<file path="src/shared/vsrs_defines.svh">
// Constants for the source and resistivity settings block.
// Assumes values are fixed-point integers: volts in millivolts, factors in thousandths.
`ifndef VSRS_DEFINES_SVH
`define VSRS_DEFINES_SVH

// Register offsets (word index on the plain register port).
`define VSRS_OFF_AMPL     4'h0
`define VSRS_OFF_RANGE    4'h1
`define VSRS_OFF_LIMIT    4'h2
`define VSRS_OFF_CTRL     4'h3
`define VSRS_OFF_DOUT     4'h4
`define VSRS_OFF_POL      4'h5
`define VSRS_OFF_THICK    4'h6
`define VSRS_OFF_KSURF    4'h7
`define VSRS_OFF_KVOL     4'h8
`define VSRS_OFF_STATUS   4'h9
`define VSRS_OFF_MASK     4'ha
`define VSRS_OFF_AMPL_CMD 4'hb

// Control register fields.
`define VSRS_CTRL_LIM_EN   0
`define VSRS_CTRL_LO_TIE   1
`define VSRS_CTRL_RES_LIM  2
`define VSRS_CTRL_FIX_USER 3
`define VSRS_CTRL_RSEL_VOL 4

// Status register fields.
`define VSRS_ST_CONFLICT   0
`define VSRS_ST_CLAMPED    1
`define VSRS_ST_BAD_PARAM  2

// Amplitude command codes for the special requests.
`define VSRS_CMD_VALUE     2'h0
`define VSRS_CMD_MIN       2'h1
`define VSRS_CMD_MAX       2'h2
`define VSRS_CMD_DEFAULT   2'h3

// Numeric spans, in millivolts, micrometres tenths and thousandths.
`define VSRS_LOW_SPAN_MV   32'd100000
`define VSRS_HIGH_SPAN_MV  32'd1000000
`define VSRS_LIMIT_RST_MV  32'd1000000
`define VSRS_THICK_MIN     32'd1
`define VSRS_THICK_MAX     32'd999999
`define VSRS_K_MIN         32'd1
`define VSRS_K_MAX         32'd999999
`define VSRS_THICK_RST     32'd10000
`define VSRS_K_RST         32'd1000
`define VSRS_NORM_LIM_UA   32'd1000

`endif

</file>
<file path="src/shared/vsrs_pkg.sv">
// Types for the source and resistivity settings block.
// Assumes the defines header is included by each user.
package vsrs_pkg;

	typedef enum logic [0:0] {
		VSRS_RANGE_LOW  = 1'b0,
		VSRS_RANGE_HIGH = 1'b1
	} vsrs_range_t;

	typedef enum logic [0:0] {
		VSRS_SURFACE = 1'b0,
		VSRS_VOLUME  = 1'b1
	} vsrs_rtype_t;

endpackage : vsrs_pkg

</file>
<file path="src/design/vsrs_settings.sv">
// Source, digital output and resistivity settings with a plain register port.
// Assumes a single-cycle strobe master and a fixture switch pin asynchronous to the clock.
//
// Behaviour
// RQ1 - Output line level follows set value and polarity.
// RQ2 - Amplitude span per range, default zero.
// RQ3 - Over-span amplitude on low range conflicts.
// RQ4 - Amplitude above enabled limit clamps to limit.
// RQ5 - Min and max resolve to active bound.
// RQ6 - Range value 100 or less selects low.
// RQ7 - Low range refused while amplitude exceeds 100.
// RQ8 - Limit 0 to 1000, default 1000, symmetric.
// RQ9 - Limit applies only while enabled.
// RQ10 - Enabling limit below present amplitude conflicts.
// RQ11 - Tie control closes low-terminal connection.
// RQ12 - Series resistor inserted when enabled.
// RQ13 - Thickness stored within 0.0001 to 99.9999.
// RQ14 - Dedicated fixture switch sets resistivity type.
// RQ15 - User fixture takes type from selection.
// RQ16 - Host supplies surface factor in range.
// RQ17 - Host supplies volume factor in range.
// RQ18 - Conflicts leave previous settings unchanged; a conflicting control write still updates its other bits.
//
// Local design decisions: the address map and the plain strobed port.
`timescale 1ns/1ps
`include "vsrs_defines.svh"
module vsrs_settings
	import vsrs_pkg::*;
#(
	parameter int DOUT_W = 4
) (
	// Clock and reset
	input  wire logic              clk_sys_in,
	input  wire logic              rst_n_in,
	// Register port
	input  wire logic [3:0]        reg_addr_in,
	input  wire logic [31:0]       reg_wdata_in,
	input  wire logic              reg_wr_in,
	input  wire logic              reg_rd_in,
	output logic [31:0]            reg_rdata_out,
	// Fixture sense
	input  wire logic              fixture_switch_in,
	// Source controls
	output logic                   range_high_out,
	output logic signed [31:0]     ampl_mv_out,
	output logic [31:0]            limit_mv_out,
	output logic                   limit_en_out,
	output logic                   low_terminal_tie_control_out,
	output logic                   series_resistor_current_limit_out,
	output logic                   resistivity_volume_out,
	// Digital outputs and interrupt
	output logic [DOUT_W-1:0]      dout_lines_out,
	output logic                   irq_out
);

	// The line field is cut from one 32-bit data word, so wider ports cannot be served.
	if (DOUT_W < 1 || DOUT_W > 32) begin : g_dout_w_check
		$error("vsrs_settings: DOUT_W must be 1 to 32");
	end

	vsrs_range_t         range_r;
	logic signed [31:0]  ampl_r;
	logic [31:0]         limit_r;
	logic                lim_en_r;
	logic                lo_tie_r;
	logic                res_lim_r;
	logic                fix_user_r;
	vsrs_rtype_t         rsel_r;
	logic [DOUT_W-1:0]   dout_set_r;
	logic [DOUT_W-1:0]   dout_pol_r;
	logic [31:0]         thick_r;
	logic [31:0]         ksurf_r;
	logic [31:0]         kvol_r;
	logic [2:0]          status_r;
	logic [2:0]          mask_r;
	logic                fix_sw;
	vsrs_rtype_t         rtype;

	logic                wr_ampl;
	logic                wr_range;
	logic                wr_ctrl;
	logic signed [31:0]  chk_ampl;
	logic                chk_conflict;
	logic                chk_clamped;
	logic [1:0]          chk_cmd;
	logic [31:0]         wmag;
	logic [31:0]         amag;
	logic                ev_conflict;
	logic                ev_clamped;
	logic                ev_bad;

	function automatic logic [31:0] vsrs_abs(input logic signed [31:0] v);
		vsrs_abs = v[31] ? 32'(-v) : 32'(v);
	endfunction : vsrs_abs

	function automatic logic vsrs_in_span(input logic [31:0] v, input logic [31:0] lo,
	                                      input logic [31:0] hi);
		vsrs_in_span = (v >= lo) && (v <= hi);
	endfunction : vsrs_in_span

	vsrs_in_sync u_fix_sync (
		.clk_sys_in (clk_sys_in),
		.rst_n_in   (rst_n_in),
		.pin_in     (fixture_switch_in),
		.level_out  (fix_sw)
	);

	assign wr_ampl  = reg_wr_in && (reg_addr_in == `VSRS_OFF_AMPL
	                               || reg_addr_in == `VSRS_OFF_AMPL_CMD);
	assign chk_cmd  = (reg_addr_in == `VSRS_OFF_AMPL_CMD) ? reg_wdata_in[1:0] : `VSRS_CMD_VALUE;

	vsrs_amp_check u_amp_check (
		.cmd_in       (chk_cmd),
		.req_in       (reg_wdata_in),
		.range_in     (range_r),
		.lim_en_in    (lim_en_r),
		.limit_in     (limit_r),
		.ampl_out     (chk_ampl),
		.conflict_out (chk_conflict),
		.clamped_out  (chk_clamped)
	);

	assign wr_range = reg_wr_in && reg_addr_in == `VSRS_OFF_RANGE;
	assign wr_ctrl  = reg_wr_in && reg_addr_in == `VSRS_OFF_CTRL;
	assign wmag     = reg_wdata_in;
	assign amag     = vsrs_abs(ampl_r);

	// Dedicated fixture reports its switch; a user fixture uses the programmed choice.
	assign rtype = fix_user_r ? rsel_r : vsrs_rtype_t'(fix_sw); // RQ14 RQ15

	// Source range and amplitude.
	always_ff @(posedge clk_sys_in or negedge rst_n_in) begin
		if (!rst_n_in) begin
			range_r <= VSRS_RANGE_LOW; // RQ6
			ampl_r  <= 32'sh0; // RQ2
		end else begin
			if (wr_ampl && !chk_conflict) begin
				ampl_r <= chk_ampl; // RQ18
			end
			if (wr_range && wmag <= `VSRS_HIGH_SPAN_MV) begin
				if (wmag > `VSRS_LOW_SPAN_MV) begin
					range_r <= VSRS_RANGE_HIGH; // RQ6
				end else if (amag <= `VSRS_LOW_SPAN_MV) begin
					range_r <= VSRS_RANGE_LOW; // RQ7 RQ18
				end
			end
		end
	end

	// Limit value and control bits.
	always_ff @(posedge clk_sys_in or negedge rst_n_in) begin
		if (!rst_n_in) begin
			limit_r    <= `VSRS_LIMIT_RST_MV; // RQ8
			lim_en_r   <= 1'b0;
			lo_tie_r   <= 1'b0;
			res_lim_r  <= 1'b0;
			fix_user_r <= 1'b0;
			rsel_r     <= VSRS_SURFACE;
		end else begin
			if (reg_wr_in && reg_addr_in == `VSRS_OFF_LIMIT && wmag <= `VSRS_HIGH_SPAN_MV) begin
				limit_r <= wmag; // RQ8
			end
			if (wr_ctrl) begin
				if (!reg_wdata_in[`VSRS_CTRL_LIM_EN] || amag <= limit_r) begin
					lim_en_r <= reg_wdata_in[`VSRS_CTRL_LIM_EN]; // RQ10 RQ18
				end
				lo_tie_r   <= reg_wdata_in[`VSRS_CTRL_LO_TIE]; // RQ11
				res_lim_r  <= reg_wdata_in[`VSRS_CTRL_RES_LIM]; // RQ12
				fix_user_r <= reg_wdata_in[`VSRS_CTRL_FIX_USER];
				rsel_r     <= vsrs_rtype_t'(reg_wdata_in[`VSRS_CTRL_RSEL_VOL]); // RQ15
			end
		end
	end

	// Resistivity parameters; out-of-range values are dropped and reported.
	always_ff @(posedge clk_sys_in or negedge rst_n_in) begin
		if (!rst_n_in) begin
			thick_r <= `VSRS_THICK_RST;
			ksurf_r <= `VSRS_K_RST;
			kvol_r  <= `VSRS_K_RST;
		end else if (reg_wr_in) begin
			if (reg_addr_in == `VSRS_OFF_THICK
			    && vsrs_in_span(wmag, `VSRS_THICK_MIN, `VSRS_THICK_MAX)) begin
				thick_r <= wmag; // RQ13
			end
			if (reg_addr_in == `VSRS_OFF_KSURF
			    && vsrs_in_span(wmag, `VSRS_K_MIN, `VSRS_K_MAX)) begin
				ksurf_r <= wmag; // RQ16
			end
			if (reg_addr_in == `VSRS_OFF_KVOL
			    && vsrs_in_span(wmag, `VSRS_K_MIN, `VSRS_K_MAX)) begin
				kvol_r <= wmag; // RQ17
			end
		end
	end

	// Digital output set values and polarity.
	always_ff @(posedge clk_sys_in or negedge rst_n_in) begin
		if (!rst_n_in) begin
			dout_set_r <= '0;
			dout_pol_r <= '0;
		end else begin
			if (reg_wr_in && reg_addr_in == `VSRS_OFF_DOUT) begin
				dout_set_r <= reg_wdata_in[DOUT_W-1:0];
			end
			if (reg_wr_in && reg_addr_in == `VSRS_OFF_POL) begin
				dout_pol_r <= reg_wdata_in[DOUT_W-1:0];
			end
		end
	end

	// Events feeding the sticky status.
	assign ev_conflict = (wr_ampl && chk_conflict)
	                   || (wr_range && wmag <= `VSRS_HIGH_SPAN_MV
	                       && wmag <= `VSRS_LOW_SPAN_MV && amag > `VSRS_LOW_SPAN_MV) // RQ7
	                   || (wr_ctrl && reg_wdata_in[`VSRS_CTRL_LIM_EN] && amag > limit_r); // RQ10
	assign ev_clamped  = wr_ampl && chk_clamped;
	assign ev_bad = reg_wr_in && (
	          ((reg_addr_in == `VSRS_OFF_RANGE || reg_addr_in == `VSRS_OFF_LIMIT)
	           && wmag > `VSRS_HIGH_SPAN_MV)
	        || (reg_addr_in == `VSRS_OFF_THICK
	            && !vsrs_in_span(wmag, `VSRS_THICK_MIN, `VSRS_THICK_MAX))
	        || ((reg_addr_in == `VSRS_OFF_KSURF || reg_addr_in == `VSRS_OFF_KVOL)
	            && !vsrs_in_span(wmag, `VSRS_K_MIN, `VSRS_K_MAX)));

	// Sticky status: a new event in the clearing cycle wins over the clear.
	always_ff @(posedge clk_sys_in or negedge rst_n_in) begin
		if (!rst_n_in) begin
			status_r <= 3'h0;
			mask_r   <= 3'h0;
		end else begin
			status_r <= (status_r & ~((reg_wr_in && reg_addr_in == `VSRS_OFF_STATUS)
			                          ? reg_wdata_in[2:0] : 3'h0))
			          | {ev_bad, ev_clamped, ev_conflict}; // RQ3
			if (reg_wr_in && reg_addr_in == `VSRS_OFF_MASK) begin
				mask_r <= reg_wdata_in[2:0];
			end
		end
	end

	// Registered outputs.
	always_ff @(posedge clk_sys_in or negedge rst_n_in) begin
		if (!rst_n_in) begin
			range_high_out                    <= 1'b0;
			ampl_mv_out                       <= 32'sh0;
			limit_mv_out                      <= `VSRS_LIMIT_RST_MV;
			limit_en_out                      <= 1'b0;
			low_terminal_tie_control_out      <= 1'b0;
			series_resistor_current_limit_out <= 1'b0;
			resistivity_volume_out            <= 1'b0;
			dout_lines_out                    <= '0;
			irq_out                           <= 1'b0;
		end else begin
			range_high_out                    <= (range_r == VSRS_RANGE_HIGH);
			ampl_mv_out                       <= ampl_r;
			limit_mv_out                      <= limit_r;
			limit_en_out                      <= lim_en_r; // RQ9
			low_terminal_tie_control_out      <= lo_tie_r; // RQ11
			series_resistor_current_limit_out <= res_lim_r; // RQ12
			resistivity_volume_out            <= (rtype == VSRS_VOLUME); // RQ14
			// A set polarity bit marks an active-low line.
			dout_lines_out                    <= dout_set_r ^ dout_pol_r; // RQ1
			irq_out                           <= |(status_r & mask_r);
		end
	end

	// Read data stands in the cycle after the strobe only.
	always_ff @(posedge clk_sys_in or negedge rst_n_in) begin
		if (!rst_n_in) begin
			reg_rdata_out <= 32'h0;
		end else if (reg_rd_in) begin
			unique case (reg_addr_in)
				`VSRS_OFF_AMPL:   reg_rdata_out <= ampl_r;
				`VSRS_OFF_RANGE:  reg_rdata_out <= (range_r == VSRS_RANGE_HIGH)
				                                   ? `VSRS_HIGH_SPAN_MV : `VSRS_LOW_SPAN_MV;
				`VSRS_OFF_LIMIT:  reg_rdata_out <= limit_r;
				`VSRS_OFF_CTRL:   reg_rdata_out <= {27'h0, rsel_r, fix_user_r, res_lim_r,
				                                    lo_tie_r, lim_en_r};
				`VSRS_OFF_DOUT:   reg_rdata_out <= 32'(dout_set_r);
				`VSRS_OFF_POL:    reg_rdata_out <= 32'(dout_pol_r);
				`VSRS_OFF_THICK:  reg_rdata_out <= thick_r;
				`VSRS_OFF_KSURF:  reg_rdata_out <= ksurf_r;
				`VSRS_OFF_KVOL:   reg_rdata_out <= kvol_r;
				// At the command offset, bit 1 reports the sensed fixture switch, bit 0 the effective type.
				`VSRS_OFF_STATUS: reg_rdata_out <= {29'h0, status_r};
				`VSRS_OFF_MASK:   reg_rdata_out <= {29'h0, mask_r};
				`VSRS_OFF_AMPL_CMD: reg_rdata_out <= {30'h0, fix_sw, rtype == VSRS_VOLUME}; // RQ14
				default:          reg_rdata_out <= 32'h0;
			endcase
		end else begin
			reg_rdata_out <= 32'h0;
		end
	end

endmodule : vsrs_settings

</file>
<file path="src/design/vsrs_in_sync.sv">
// Three-stage synchroniser for a pin level with agreement filtering.
// Assumes the input is asynchronous to clk_sys_in.
`timescale 1ns/1ps
module vsrs_in_sync (
	// Clock and reset
	input  wire logic clk_sys_in,
	input  wire logic rst_n_in,
	// Pin and clean level
	input  wire logic pin_in,
	output logic      level_out
);

	logic s1_r;
	logic s2_r;
	logic s3_r;

	// The first stage feeds only the second; the level moves once stages two and three agree.
	always_ff @(posedge clk_sys_in or negedge rst_n_in) begin
		if (!rst_n_in) begin
			s1_r      <= 1'b0;
			s2_r      <= 1'b0;
			s3_r      <= 1'b0;
			level_out <= 1'b0;
		end else begin
			s1_r <= pin_in;
			s2_r <= s1_r;
			s3_r <= s2_r;
			if (s2_r == s3_r) begin
				level_out <= s3_r;
			end
		end
	end

endmodule : vsrs_in_sync

</file>
<file path="src/design/vsrs_amp_check.sv">
// Combinational amplitude evaluator: bound, clamp and conflict decision.
// Assumes signed millivolt values; registered by the caller.
`timescale 1ns/1ps
`include "vsrs_defines.svh"
module vsrs_amp_check
	import vsrs_pkg::*;
(
	// Request
	input  wire logic [1:0]         cmd_in,
	input  wire logic signed [31:0] req_in,
	// Present settings
	input  vsrs_range_t             range_in,
	input  wire logic               lim_en_in,
	input  wire logic [31:0]        limit_in,
	// Result
	output logic signed [31:0]      ampl_out,
	output logic                    conflict_out,
	output logic                    clamped_out
);

	logic [31:0] span;
	logic [31:0] bound;
	logic [31:0] mag;

	always_comb begin
		span  = (range_in == VSRS_RANGE_LOW) ? `VSRS_LOW_SPAN_MV : `VSRS_HIGH_SPAN_MV;
		// An enabled limit narrows the bound; otherwise the range alone rules.
		bound = (lim_en_in && limit_in < span) ? limit_in : span; // RQ9 RQ8
		mag   = req_in[31] ? 32'(-req_in) : 32'(req_in);
		ampl_out     = req_in;
		conflict_out = 1'b0;
		clamped_out  = 1'b0;
		unique case (cmd_in)
			`VSRS_CMD_MIN: ampl_out = -$signed(bound); // RQ5
			`VSRS_CMD_MAX: ampl_out = $signed(bound); // RQ5
			`VSRS_CMD_DEFAULT: ampl_out = 32'sd0; // RQ2
			default: begin
				if (mag > span && !(lim_en_in && limit_in < span)) begin
					conflict_out = 1'b1; // RQ3 RQ2
				end else if (mag > bound) begin
					// Clamp keeps the sign of the request.
					ampl_out    = req_in[31] ? -$signed(bound) : $signed(bound); // RQ4
					clamped_out = 1'b1;
				end
			end
		endcase
	end

endmodule : vsrs_amp_check

</file>
<file path="config.mk">
export PLATFORM = sky130hd
export DESIGN_NAME = vsrs_settings
export DESIGN_NICKNAME = d
export VERILOG_FILES = /design/src/shared/vsrs_pkg.sv /design/src/design/vsrs_settings.sv /design/src/design/vsrs_in_sync.sv /design/src/design/vsrs_amp_check.sv
export VERILOG_INCLUDE_DIRS = /design/src /design/src/shared
export SDC_FILE = /design/constraint.sdc
export NUM_CORES = 1
export LEC_CHECK = 0
export ABC_AREA = 1
export ABC_CLOCK_PERIOD_IN_PS = 4600
export BUFFER_PORTS_ARGS = -buffer_cell sky130_fd_sc_hd__buf_2
export CELL_PAD_IN_SITES_DETAIL_PLACEMENT = 1
export CELL_PAD_IN_SITES_GLOBAL_PLACEMENT = 1
export CORE_MARGIN = 5
export CORE_UTILIZATION = 45
export CTS_BUF_LIST = sky130_fd_sc_hd__clkbuf_4 sky130_fd_sc_hd__clkbuf_8 sky130_fd_sc_hd__clkbuf_16
export CTS_CLUSTER_DIAMETER = 100
export CTS_CLUSTER_SIZE = 8
export DETAILED_ROUTE_END_ITERATION = 8
export PLACE_DENSITY = 0.8
export SLEW_MARGIN = 20
export SYNTH_ARGS = -nofsm -noshare
export SYNTH_HDL_FRONTEND = slang
export SYNTH_SLANG_ARGS = --single-unit
</file>
<file path="constraint.sdc">
create_clock -name clk_sys_in -period 4.6 [get_ports clk_sys_in]
set_input_delay 0.69 -clock clk_sys_in [delete_from_list [all_inputs] [get_ports clk_sys_in]]
set_output_delay 0.69 -clock clk_sys_in [all_outputs]
set_load 0.05 [all_outputs]
</file>
# Word-level counts from Yosys, hierarchy flattened

Index checks and enable logic that the tools add are counted.

Flip-flop bits (word level): 290
Output and inout bits: 106
Input port bits: 41

Eq/ne operators: 15
Bitwise operators: 5
Add/subtract/negate cells: 3
Reductions and logical operators: 48
$lt $le $gt $ge: 13
Multiplexer cells: 20

Operators with widths:

| operator                                                          | count |
|---|---|
| one-hot mux 32 bit (12 select lines)                              | 1 |
| 2-to-1 mux 32 bit                                                 | 7 |
| negator 32 bit                                                    | 3 |
| one-hot mux 32 bit (3 select lines)                               | 1 |
| > comparator 32 x 17 -> 1 bit (second input constant)             | 2 |
| > comparator 32 bit                                               | 2 |
| less-or-equal comparator 32 x 17 -> 1 bit (second input constant) | 2 |
| less-or-equal comparator 32 x 20 -> 1 bit (second input constant) | 2 |
| >= comparator 32 x 1 -> 1 bit (second input constant)             | 1 |
| > comparator 32 x 20 -> 1 bit                                     | 1 |
| > comparator 32 x 20 -> 1 bit (second input constant)             | 1 |
| less-or-equal comparator 32 bit                                   | 1 |
| < comparator 32 x 20 -> 1 bit                                     | 1 |
| logical AND 1 bit                                                 | 27 |
| 2-to-1 mux 20 bit                                                 | 1 |
| equality test 4 x 3 -> 1 bit (second input constant)              | 4 |
| equality test 4 bit (second input constant)                       | 4 |
| AND reduction 2 bit                                               | 5 |
| equality test 4 x 2 -> 1 bit (second input constant)              | 2 |
| logical OR 1 bit                                                  | 8 |
| 2-to-1 mux 1 bit                                                  | 8 |
| bitwise AND 3 bit                                                 | 2 |
| OR reduction 3 bit                                                | 2 |
| equality test 2 bit (second input constant)                       | 2 |
| 11 further kinds                                                  | 14 |

# Logic depth before layout (Yosys ltp)

Gate-level depths: netlist of run 1.

Depth in word-level cells: 11
Mapped depth: 30
Mapped depth without buffers: 29

# By module

From an unflattened synthesis of run 1, not the netlist that was laid out.

Cell total of the unflattened synthesis: 2,407
Area total of the unflattened synthesis: 17,905.9 um^2

By module, submodules not included:

| module         | area an instance (um^2) | sequential area each (um^2) | times used | cells each |
|---|---|---|---|---|
| vsrs_settings  | 12,924.9                | 7,195.7                     | 1          | 1,422 |
| vsrs_amp_check | 4,864.7                 | 0.0                         | 1          | 977 |
| vsrs_in_sync   | 116.4                   | 100.1                       | 1          | 8 |

# Worst setup path before layout of run 1

OpenSTA, ideal clock, no wires.

Kind: input port to flip-flop
From: in reg_wdata_in[1]
To: reg ampl_r[3]
Buffers on the path: 2
Stages: 24
Arrival time: 3,583 ps
Setup slack: 897 ps
Data required time: 4,480 ps
Cells stage by stage: inv_1 > clkbuf_1 > ha_1 > nand2_2 > nor2_4 > nand2_2 > o21ai_0 > nand2_1 > xor2_1 > ha_1 > nand2_1 > o21ai_0 > nand4_1 > a31oi_1 > nor2_1 > nand2_1 > nand2_1 > inv_1 > nand2_2 > inv_2 > buf_4 > nand2_1 > nand3_1 > a21oi_2

Longest elaborated chain between the ends: 8

RTL lines:

| element                       | RTL line             | source |
|---|---|---|
| start, declared               | vsrs_settings.sv:37  | `input wire logic [31:0] reg_wdata_in,` |
| negator 32 bit                | vsrs_amp_check.sv:29 | `mag = req_in[31] ? 32'(-req_in) : 32'(req_in);` |
| 2-to-1 mux 32 bit             | vsrs_amp_check.sv:29 |  |
| > comparator 32 x 20 -> 1 bit | vsrs_amp_check.sv:38 | `if (mag > span && !(lim_en_in && limit_in < span)) begin` |
| logical AND 1 bit             | vsrs_amp_check.sv:38 |  |
| 2-to-1 mux 1 bit              | vsrs_amp_check.sv:38 |  |
| 2-to-1 mux 1 bit              | vsrs_amp_check.sv:33 | `unique case (cmd_in)` |
| zero test 1 bit               | vsrs_settings.sv:137 | `if (wr_ampl && !chk_conflict) begin` |
| logical AND 1 bit             | vsrs_settings.sv:137 |  |
| end signal, assigned          | vsrs_settings.sv:138 | `ampl_r <= chk_ampl;` |
| end, declared                 | vsrs_settings.sv:62  | `logic signed [31:0] ampl_r;` |

Parallel ways exist; a longest one is shown, timed or not.
A chain may end at the register's enable or synchronous reset.

# Worst setup path in the final report of run 1

From: reg ampl_r[0]
To: reg status_r[0]

Longest elaborated chain between the ends: 7

RTL lines:

| element                                 | RTL line             | source |
|---|---|---|
| negator 32 bit                          | vsrs_settings.sv:93  | `vsrs_abs = v[31] ? 32'(-v) : 32'(v);` |
| 2-to-1 mux 32 bit (*)                   | vsrs_settings.sv:93  |  |
| > comparator 32 x 17 -> 1 bit (no line) | -                    |  |
| logical AND 1 bit (no line)             | -                    |  |
| logical OR 1 bit                        | vsrs_settings.sv:213 | `assign ev_conflict = (wr_ampl && chk_conflict)` |
| logical OR 1 bit (*)                    | vsrs_settings.sv:213 |  |
| OR 3 bit (*)                            | vsrs_settings.sv:232 | `` status_r <= (status_r & ~((reg_wr_in && reg_addr_in == `VSRS_OFF_STATUS) `` |
| end signal, assigned                    | vsrs_settings.sv:232 |  |
| end, declared                           | vsrs_settings.sv:74  | `logic [2:0] status_r;` |

Mark *: on every way between the ends. The rest lies on a longest branch, timed or not.

==> results.toml, run 1 <==
[cells_and_area]
layout_common_cells = "nand2_1, dfrtp_1, inv_1"
multi_input_area_um2 = 8120
drive_above_1_share = 0.168
area_growth_pct = 17.9
layout.nets = 2444
seq_area_um2 = 7300
nFillCells = 4542
antenna_cells = 0
fin_cells = 2817
mostFrequentLayoutCell = "nand2_1"

[run_status]
outcome = "finished, final reports clean"

[floorplanning]
die_w_um = 202
design.die.area_um2 = 40600
start_util = 0.453
dieHeight_um = 202
core_um2 = 36400
fp-row-count = 70
io_pins = 147

[timing]
fin_crit_sh = 0.969
clock_skew_ps = 28.3
drv_slew = 0
setup_violations = 0
tightest_slew_ps = 1120
hold_viol = 0
slew-limit-headroom = 0.250
layout_min_cycle_time_ps = 4460
rsz0062_at_grt = "no"
fin_setup_tns_ps = 0
fmax_mhz = 224

[setup_path]
critPathTopFamily = "simple AND/OR/NAND/NOR gates"
worst_path_max_delay_cell = "dfrtp_1"
arrival_ps = 4970
required_ps = 5110
crit_chain = "inv_1, ha_1, nand3_1, nor2_1, nand2_1, nor3_1, nand3_1, o21ai_0, xor2_1, ha_1, nand2_1, nor2_1, nand4_1, nor4_2, o21ai_0, o211ai_1, nand3_1, o21ai_0, nand3b_1"
critPathKind = "register to register"
worst_setup_path_end_kind = "register"
crit_fanout = 4
worstSetupStartpointType = "register"
cp.buffers_inverters = 1
cp_slowest_stage_delay_ps = 440

[route]
wl_mm = 71.1
route.detailed.vias_per_inst = 5.82
num_vias = 16400
drc = 0
drtIter0Drc = 1240
wl_per_cell_um = 25.2
ant_nets = 0
first_pass_iters = 6

[cts]
root_buffer = "clkbuf_16"
clk_pin_slew_ps = 60
htreeDepth = 2
cts_sinks = 290
clk_latency_ps = 590
cts_max_path_buffers = 3
cts_buffers = 42
post-cts-setup-buffers = 0
cts_tree = "done"

[global_routing]
antenna_found_initial = 0
grt_use_total = 0.346
grt_overflow = 0
grt_pass1_wl_mm = 107
grt_pass1_vias = 17300
grt_max_degree = 98

[yosys]
ys_seq_area_frac = 0.442
synth_edf_count = 0
yosysUniqueCellTypes = 48
yosysWarnings = 0
syn_area_um2 = 16500
dominantRegCellSynth = "dfrtp_1"
syn_avg_cell_area_um2 = 7.77
synthCells = 2125
synth-seq-cells = 290
ys_async_sr_fraction = 1.00

[power_and_ir_drop]
p_per_area_nw_per_um2 = 375
leakage_uw = 0.00980
ir_drop_v = 0.000269

[run]
cap_viol_max_count = 0

[place]
dp_hpwl_mm = 53.9
post-place-cells = 2741
buffer_ports.inserted = 146
gp_congestion = 0.999

[worst_hold_path]
hold_class = "primary input to asynchronous set/reset pin"
-- layer usage --
| metal | global-route usage | up-vias | routed length, um |
|---|---|---|---|
| met2 | 0.564 | 706 | 32800 |
| met4 | 0.212 | 0 | 5170 |
| met3 | 0.0585 | 211 | 4830 |
| met5 | 0 | - | 0 |
| met1 | 0.432 | 8128 | 28400 |
| li1 | - | 7346 | - |
-- cell families after synthesis --
kind of cell / share of synthesized area
compound gates: 0.134
xor+xnor: 0.0286
fa+ha+maj: 0.0658
buf+inv: 0.0731
flops: 0.442
other cells: 0.000227
simple gates: 0.257
-- worst register-to-register path: stages (launching register included) --
cell and delay (ps):
dfrtp_1 440, inv_1 160, ha_1 230, nand3_1 220
nor2_1 230, nand2_1 110, nor3_1 400, nand3_1 150
o21ai_0 220, xor2_1 290, ha_1 180, nand2_1 50
nor2_1 160, nand4_1 210, nor4_2 290, o21ai_0 160
o211ai_1 280, nand3_1 270, o21ai_0 210, nand3b_1 130
-- worst paths after layout --
| path | slack, ps | start | depth (start not counted) | endpoint |
|---|---|---|---|---|
| setup / recovery | 140 | ampl_r[0] | 19 | status_r[0] |
| hold / removal | 140 | rst_n_in | 1 | reg_rdata_out[30] |
| setup reg to reg | 140 | ampl_r[0] | 19 | status_r[0] |
| hold reg to reg | 350 | u_fix_sync.s1_r | 0 | u_fix_sync.s2_r |
| max in group asynchronous | 3270 | rst_n_in | 2 | limit_mv_out[13] |
| min in group clk_sys_in | 230 | fixture_switch_in | 1 | u_fix_sync.s1_r |
-- state kept, by name, summed over array words and instances (netlist names), 32 cells and up --
| register | count |
|---|---|
| ampl_mv_out | 32 |
| ampl_r | 32 |
| ksurf_r | 32 |
| kvol_r | 32 |
| limit_mv_out | 32 |
| limit_r | 32 |
| reg_rdata_out | 32 |
| thick_r | 32 |
-- final cells by class --
cell class / count / share of cell area
multi-input combinational: 1543 / 0.417
inverter: 232 / 0.0448
timing repair buffer: 208 / 0.0639
clock buffer: 72 / 0.0659
tap: 468 / 0.0301
sequential: 290 / 0.375
clock inverter: 4 / 0.00398
-- metrics by stage --
step / hold slack, ps / instance area (um^2) / util / setup slack (ps) / total power (uW)
2_1_floorplan: 331 / 16600 / - / 897 / 3600
3_3_place_gp: 337 / 18100 / 0.496 / 234 / 4110
3_5_place_dp: 340 / 18100 / 0.496 / 154 / 4150
4_1_cts: 158 / 19400 / 0.534 / 143 / 7320
5_1_grt: 201 / 19500 / 0.535 / 31.5 / 7590
6_report: 143 / 19500 / 0.535 / 142 / 7300
-- cell usage after synthesis, drive strengths merged, types with 11 or more instances --
library cell	n	area share
a21oi	110	0.038
a221oi	22	0.012
a31oi	22	0.0083
buf	23	0.0093
clkbuf	48	0.011
dfrtp	259	0.39
dfstp	31	0.049
ha	86	0.065
inv	229	0.052
nand2	576	0.13
nand3	118	0.036
nand4	31	0.012
nor2	234	0.058
nor3	25	0.0076
nor4	11	0.0042
o21ai	193	0.059
xor2	46	0.024
-- report_power, final --
part	internal [uW]	switching, uW
combinational	351	974
sequential	2690	119
clock	1950	1210
total	5000	2300
-- timing repair --
action,4_1_cts,5_1_grt
hold buffers,0,0
resized for setup,0,6
setup endpoints to repair,0,22
Note: power is estimated with default switching activity, not from simulation.
==> inputs of run 2 (changes only) <==
--- a/config.mk
+++ b/config.mk
@@ -21,4 +21,5 @@
 export SLEW_MARGIN = 20
 export SYNTH_ARGS = -nofsm -noshare
 export SYNTH_HDL_FRONTEND = slang
+export SYNTH_HIERARCHICAL = 1
 export SYNTH_SLANG_ARGS = --single-unit
==> results.toml, run 2 <==
[cts]
clk_pin_slew_ps = 60
clk_latency_ps = 550
cts_sinks = 290
cts_buffers = 42
post-cts-setup-buffers = 0
postCtsHoldBufs = 0
cts_max_path_buffers = 3
cts_tree = "done"
htreeDepth = 2
root_buffer = "clkbuf_16"

[timing]
layout_min_cycle_time_ps = 4310
fin_hold_ws_ps = 242
setup_violations = 0
rsz0062_at_grt = "no"
tightest_slew_ps = 1080
clock_skew_ps = 19.1
slew-limit-headroom = 0.281
fin_setup_tns_ps = 0
hold_viol = 0
fin_crit_sh = 0.938
drv_slew = 0
fmax_mhz = 232

[worst_hold_path]
hold_class = "primary input to asynchronous set/reset pin"

[setup_path]
crit_fanout = 15
worst_setup_path_end_kind = "register"
path_depth = 29
arrival_ps = 4780
required_ps = 5070
critPathKind = "register to register"
reg2reg_from = "range_r"
worst_path_max_delay_cell = "dfrtp_1"
cp-startpoint = "range_r"
worst_r2r_path_depth = 29
worstSetupStartpointType = "register"
cp_slowest_stage_delay_ps = 400
cp_common_cell = "nand2_1"
cp.buffers_inverters = 5
critPathTopFamily = "simple AND/OR/NAND/NOR gates"

[yosys]
syn_avg_cell_area_um2 = 7.44
dominantRegCellSynth = "dfrtp_1"
ys_seq_area_frac = 0.407
synth.area.top_cells = "dfrtp_1, nand2_1, nor2_1"
yosysUniqueCellTypes = 60
yosysWarnings = 6
ys_async_sr_fraction = 1.00
ys_top_cells_by_count = "nand2_1, nor2_1, inv_1"
syn_area_um2 = 17900
yosysMostFrequentCell = "nand2_1"
synthCells = 2407
synth-seq-cells = 290
synth_edf_count = 0
yosysTopAreaCell = "dfrtp_1"
synth_top_area_frac = 0.362

[place]
post-place-cells = 3079
dp_hpwl_mm = 57.9
buffer_ports.inserted = 146
gp_congestion = 1.05

[global_routing]
grt_use_total = 0.341
grt_overflow = 0
grt_max_degree = 111
grt_pass1_wl_mm = 117
grt_pass1_vias = 19400
antenna_found_initial = 2

[power_and_ir_drop]
p_per_area_nw_per_um2 = 347
clock_power_share = 0.427
total_power_uw = 7210
combPwrFrac = 0.179
p_seq_frac = 0.394
intPower_uw = 4930
p_sw_frac = 0.316
ir_drop_v = 0.000240
p_sw_uw = 2280
leakage_uw = 0.0104

[cells_and_area]
layout.nets = 2724
mostFrequentLayoutCell = "nand2_1"
seq_area_um2 = 7300
drive_above_1_share = 0.171
multi_input_area_um2 = 9120
nFillCells = 5002
layout_common_cells = "nand2_1, inv_1, nor2_1"
antenna_cells = 0
area_growth_pct = 16.2
fin_cells = 3157

[floorplanning]
design.die.area_um2 = 43900
core_um2 = 39500
dieHeight_um = 209
io_pins = 147
start_util = 0.453
fp-row-count = 73
die_w_um = 209

[route]
route.detailed.vias_per_inst = 5.83
num_vias = 18400
first_pass_iters = 6
wl_mm = 76.5
ant_nets = 0
wl_per_cell_um = 24.2
drtIter0Drc = 1691
drc = 0

[run_status]
outcome = "finished, final reports clean"

[run]
cap_viol_max_count = 0
==> run 2: changes by cell type after synthesis, sizes merged, moves of 13 or more <==
cell    delta
xor2      -29
nor2      +68
buf       +19
inv       +64
nor3      -15
nand2     +95
a21oi     -13
o22ai     +13
nand3     +77
clkbuf    -13
==> run 2: metrics by stage <==
stage,setup slack [ps],utilization,cell area [um^2]
after global placement,114,0.491,19400
after detailed placement,54.2,0.491,19400
after CTS,61.6,0.525,20700
after global routing,5.70,0.526,20800
final,286,0.526,20800
after floorplan,351,-,17900
==> run 2: cell families (layout without fill, tap and decap cells) <==
group                      after synthesis  after routing  share of synthesized area
and+or+nand+nor                       1251           1251                      0.300
AOI/OAI and AO/OA                      387            387                      0.134
buffers and inverters                  371            585                     0.0885
DFF                                    290            290                      0.407
adders and majority gates               85             85                     0.0594
xor gates and xnor gates                21             21                     0.0103
other                                    1             12                   0.000209
muxes                                    1              1                   0.000629
==> run 2: repair_timing <==
item,4_1_cts,5_1_grt
hold endpoints to repair,0,0
resized for setup,0,19
endpoints found under the setup margin,0,33
==> run 2: final timing paths <==
check                                    to  slack (ps)
min in group clk_sys_in     u_fix_sync/s1_r         270
max in group asynchronous   ampl_mv_out[16]        3260
setup / recovery                  ampl_r[5]         290
hold reg to reg             u_fix_sync/s2_r         360
hold / removal             reg_rdata_out[0]         240
setup reg to reg                  ampl_r[5]         290
==> run 2: layer usage <==
layer	share of wire	GRT usage	wire length, um	up-vias
met5	0.00035	0	27	-
met4	0.062	0.186	4770	4
met3	0.077	0.0592	5890	215
met2	0.47	0.564	35700	832
met1	0.39	0.426	30100	9109
li1	-	-	-	8253
==> run 2: area by class of cell <==
cell class / instances / area share
clock buffers: 74 / 0.0621
repair buffers: 213 / 0.0618
clock inverters: 4 / 0.00205
inverters: 294 / 0.0531
flip-flops and latches: 290 / 0.351
multi-input cells: 1757 / 0.439
well taps: 525 / 0.0316
==> run 2: power groups by stage <==
stage | registers, uW | clock network (uW) | logic [uW]
after detailed placement | 2870 | 0 | 1270
after global placement | 2860 | 0 | 1230
after global routing | 2850 | 3230 | 1400
final | 2840 | 3080 | 1290
after CTS | 2840 | 3100 | 1280
after floorplan | 3080 | 0 | 549
==> inputs of run 3 (changes only) <==
--- a/config.mk
+++ b/config.mk
@@ -18,8 +18,8 @@
 export CTS_CLUSTER_SIZE = 8
 export DETAILED_ROUTE_END_ITERATION = 8
 export PLACE_DENSITY = 0.8
+export REMOVE_ABC_BUFFERS = 1
 export SLEW_MARGIN = 20
 export SYNTH_ARGS = -nofsm -noshare
 export SYNTH_HDL_FRONTEND = slang
-export SYNTH_HIERARCHICAL = 1
 export SYNTH_SLANG_ARGS = --single-unit
==> results.toml, run 3 (same netlist as run 1, synthesis figures left out) <==
[run_status]
outcome = "finished, final reports clean"

[floorplanning]
start_util = 0.453
io_pins = 147
design.die.area_um2 = 40600
die_w_um = 202
dieHeight_um = 202
fp-row-count = 70
core_um2 = 36400

[timing]
layout_min_cycle_time_ps = 4430
fmax_mhz = 225
timing.final.ws_setup_ps = 165
slew-limit-headroom = 0.300
hold_viol = 0
drv_slew = 0
fin_crit_sh = 0.964
rsz0062_at_grt = "no"
clock_skew_ps = 23.9
setup_violations = 0
tightest_slew_ps = 1050

[cells_and_area]
layout_common_cells = "nand2_1, dfrtp_1, inv_1"
final_util = 0.541
fin_cells = 2850
layout.nets = 2476
seq_area_um2 = 7300
drive_above_1_share = 0.179
multi_input_area_um2 = 8100
area_growth_pct = 19.4
antenna_cells = 0
mostFrequentLayoutCell = "nand2_1"
nFillCells = 4538

[global_routing]
grt_pass1_wl_mm = 102
grt_pass1_vias = 17400
antenna_found_initial = 0
grt_overflow = 0
grt_use_total = 0.317
grt_max_degree = 134

[route]
wl_mm = 65.3
drc = 0
route.detailed.vias_per_inst = 5.75
first_pass_iters = 5
num_vias = 16400
drtIter0Drc = 1116
ant_nets = 0
wl_per_cell_um = 22.9

[setup_path]
arrival_ps = 4890
cp_slowest_stage_delay_ps = 400
cp_common_cell = "nand2_1"
cp.buffers_inverters = 4
crit_fanout = 19
worst_setup_path_end_kind = "register"
required_ps = 5060
critPathTopFamily = "simple AND/OR/NAND/NOR gates"
worstSetupStartpointType = "register"
critPathKind = "register to register"
worst_path_max_delay_cell = "dfrtp_1"

[cts]
cts_resized = 0
htreeDepth = 2
cts_buffers = 42
cts_tree = "done"
root_buffer = "clkbuf_16"
cts_max_path_buffers = 3
post-cts-setup-buffers = 0
clk_latency_ps = 530
clk_pin_slew_ps = 50
cts_sinks = 290
postCtsHoldBufs = 0

[worst_hold_path]
hold_class = "primary input to asynchronous set/reset pin"

[power_and_ir_drop]
p_per_area_nw_per_um2 = 366
ir_drop_v = 0.000211
leakage_uw = 0.00997

[place]
dp_hpwl_mm = 49.4
post-place-cells = 2772
dp_slack_ps = -208
gp_congestion = 0.996
buffer_ports.inserted = 146

[run]
cap_viol_max_count = 0
[run 3: changes by cell type in the layout (fill, tap and decap cells not counted), moves of 12 or more]
cell      before  now
o21ai_0       92  182
nand2_1      647  563
nor2_1       280  210
nand3_1      183  114
inv_1        280  220
o21ai_1       50    8
o21ai_2       42    3
xor2_1        17   46
buf_4         63   88
nor3_1         7   25
a21oi_2        4   21
o22ai_1       21    8
nand3b_1      17    5
[run 3: area by class of cell]
cell class | count | area share
multi-input cells | 1543 | 0.411
flip-flops and latches | 290 | 0.370
repair buffers | 240 | 0.0775
clock buffers | 75 | 0.0667
inverters | 232 | 0.0445
well taps | 468 | 0.0297
clock inverters | 2 | 0.000888
[run 3: stage by stage]
| stage | total power [uW] | hold slack (ps) | cell area [um^2] | setup TNS (ps) |
|---|---|---|---|---|
| 6_report | 7220 | 50.0 | 19700 | 0 |
| 5_1_grt | 7530 | 60.2 | 19700 | 0 |
| 4_1_cts | 7250 | 260 | 19700 | 0 |
| 3_5_place_dp | 4170 | 344 | 18300 | -3910 |
| 3_3_place_gp | 4120 | 333 | 18300 | -1590 |
| 2_1_floorplan | 3580 | 331 | 16200 | 0 |
[run 3: routing by layer]
metal | GRT usage | vias up | routed length (um)
met3 | 0.0606 | 141 | 4710
li1 | - | 7418 | -
met5 | 0 | - | 0
met1 | 0.417 | 8214 | 27500
met2 | 0.526 | 620 | 30700
met4 | 0.112 | 0 | 2440
[run 3: worst paths after layout]
path	start	endpoint	slack, ps	cells past startpoint
max reg2reg	range_r	ampl_r[27]	170	25
min	rst_n_in	dout_set_r[2]	50	1
min reg2reg	u_fix_sync.s1_r	u_fix_sync.s2_r	360	0
min in group clk_sys_in	fixture_switch_in	u_fix_sync.s1_r	270	1
max in group asynchronous	rst_n_in	thick_r[13]	3320	3
max	range_r	ampl_r[27]	170	25
[run 3: worst register-to-register path: stages, from the launching register on]
cell and delay, ps:
dfrtp_1 400, inv_2 170, ha_1 290, nand2_1 100
nand2_1 90, nor2_1 150, nand3_1 110, nor2_2 210
nand2_2 150, nand2_1 220, o21ai_1 180, inv_1 180
ha_1 270, a21oi_1 150, o21ai_0 120, nand4_1 120
a31oi_1 90, nor2_1 210, nand2_1 90, nand2_1 90
inv_1 120, nand2_2 100, clkinv_2 260, nand2_1 240
nand3_1 110, a21oi_2 160
[run 3: power breakdown]
group          switching (uW)  leakage (uW)  internal (uW)  total [uW]
Clock                    1140      0.000686           1930        3070
Sequential               94.4       0.00358           2690        2780
Combinational             962       0.00570            404        1370
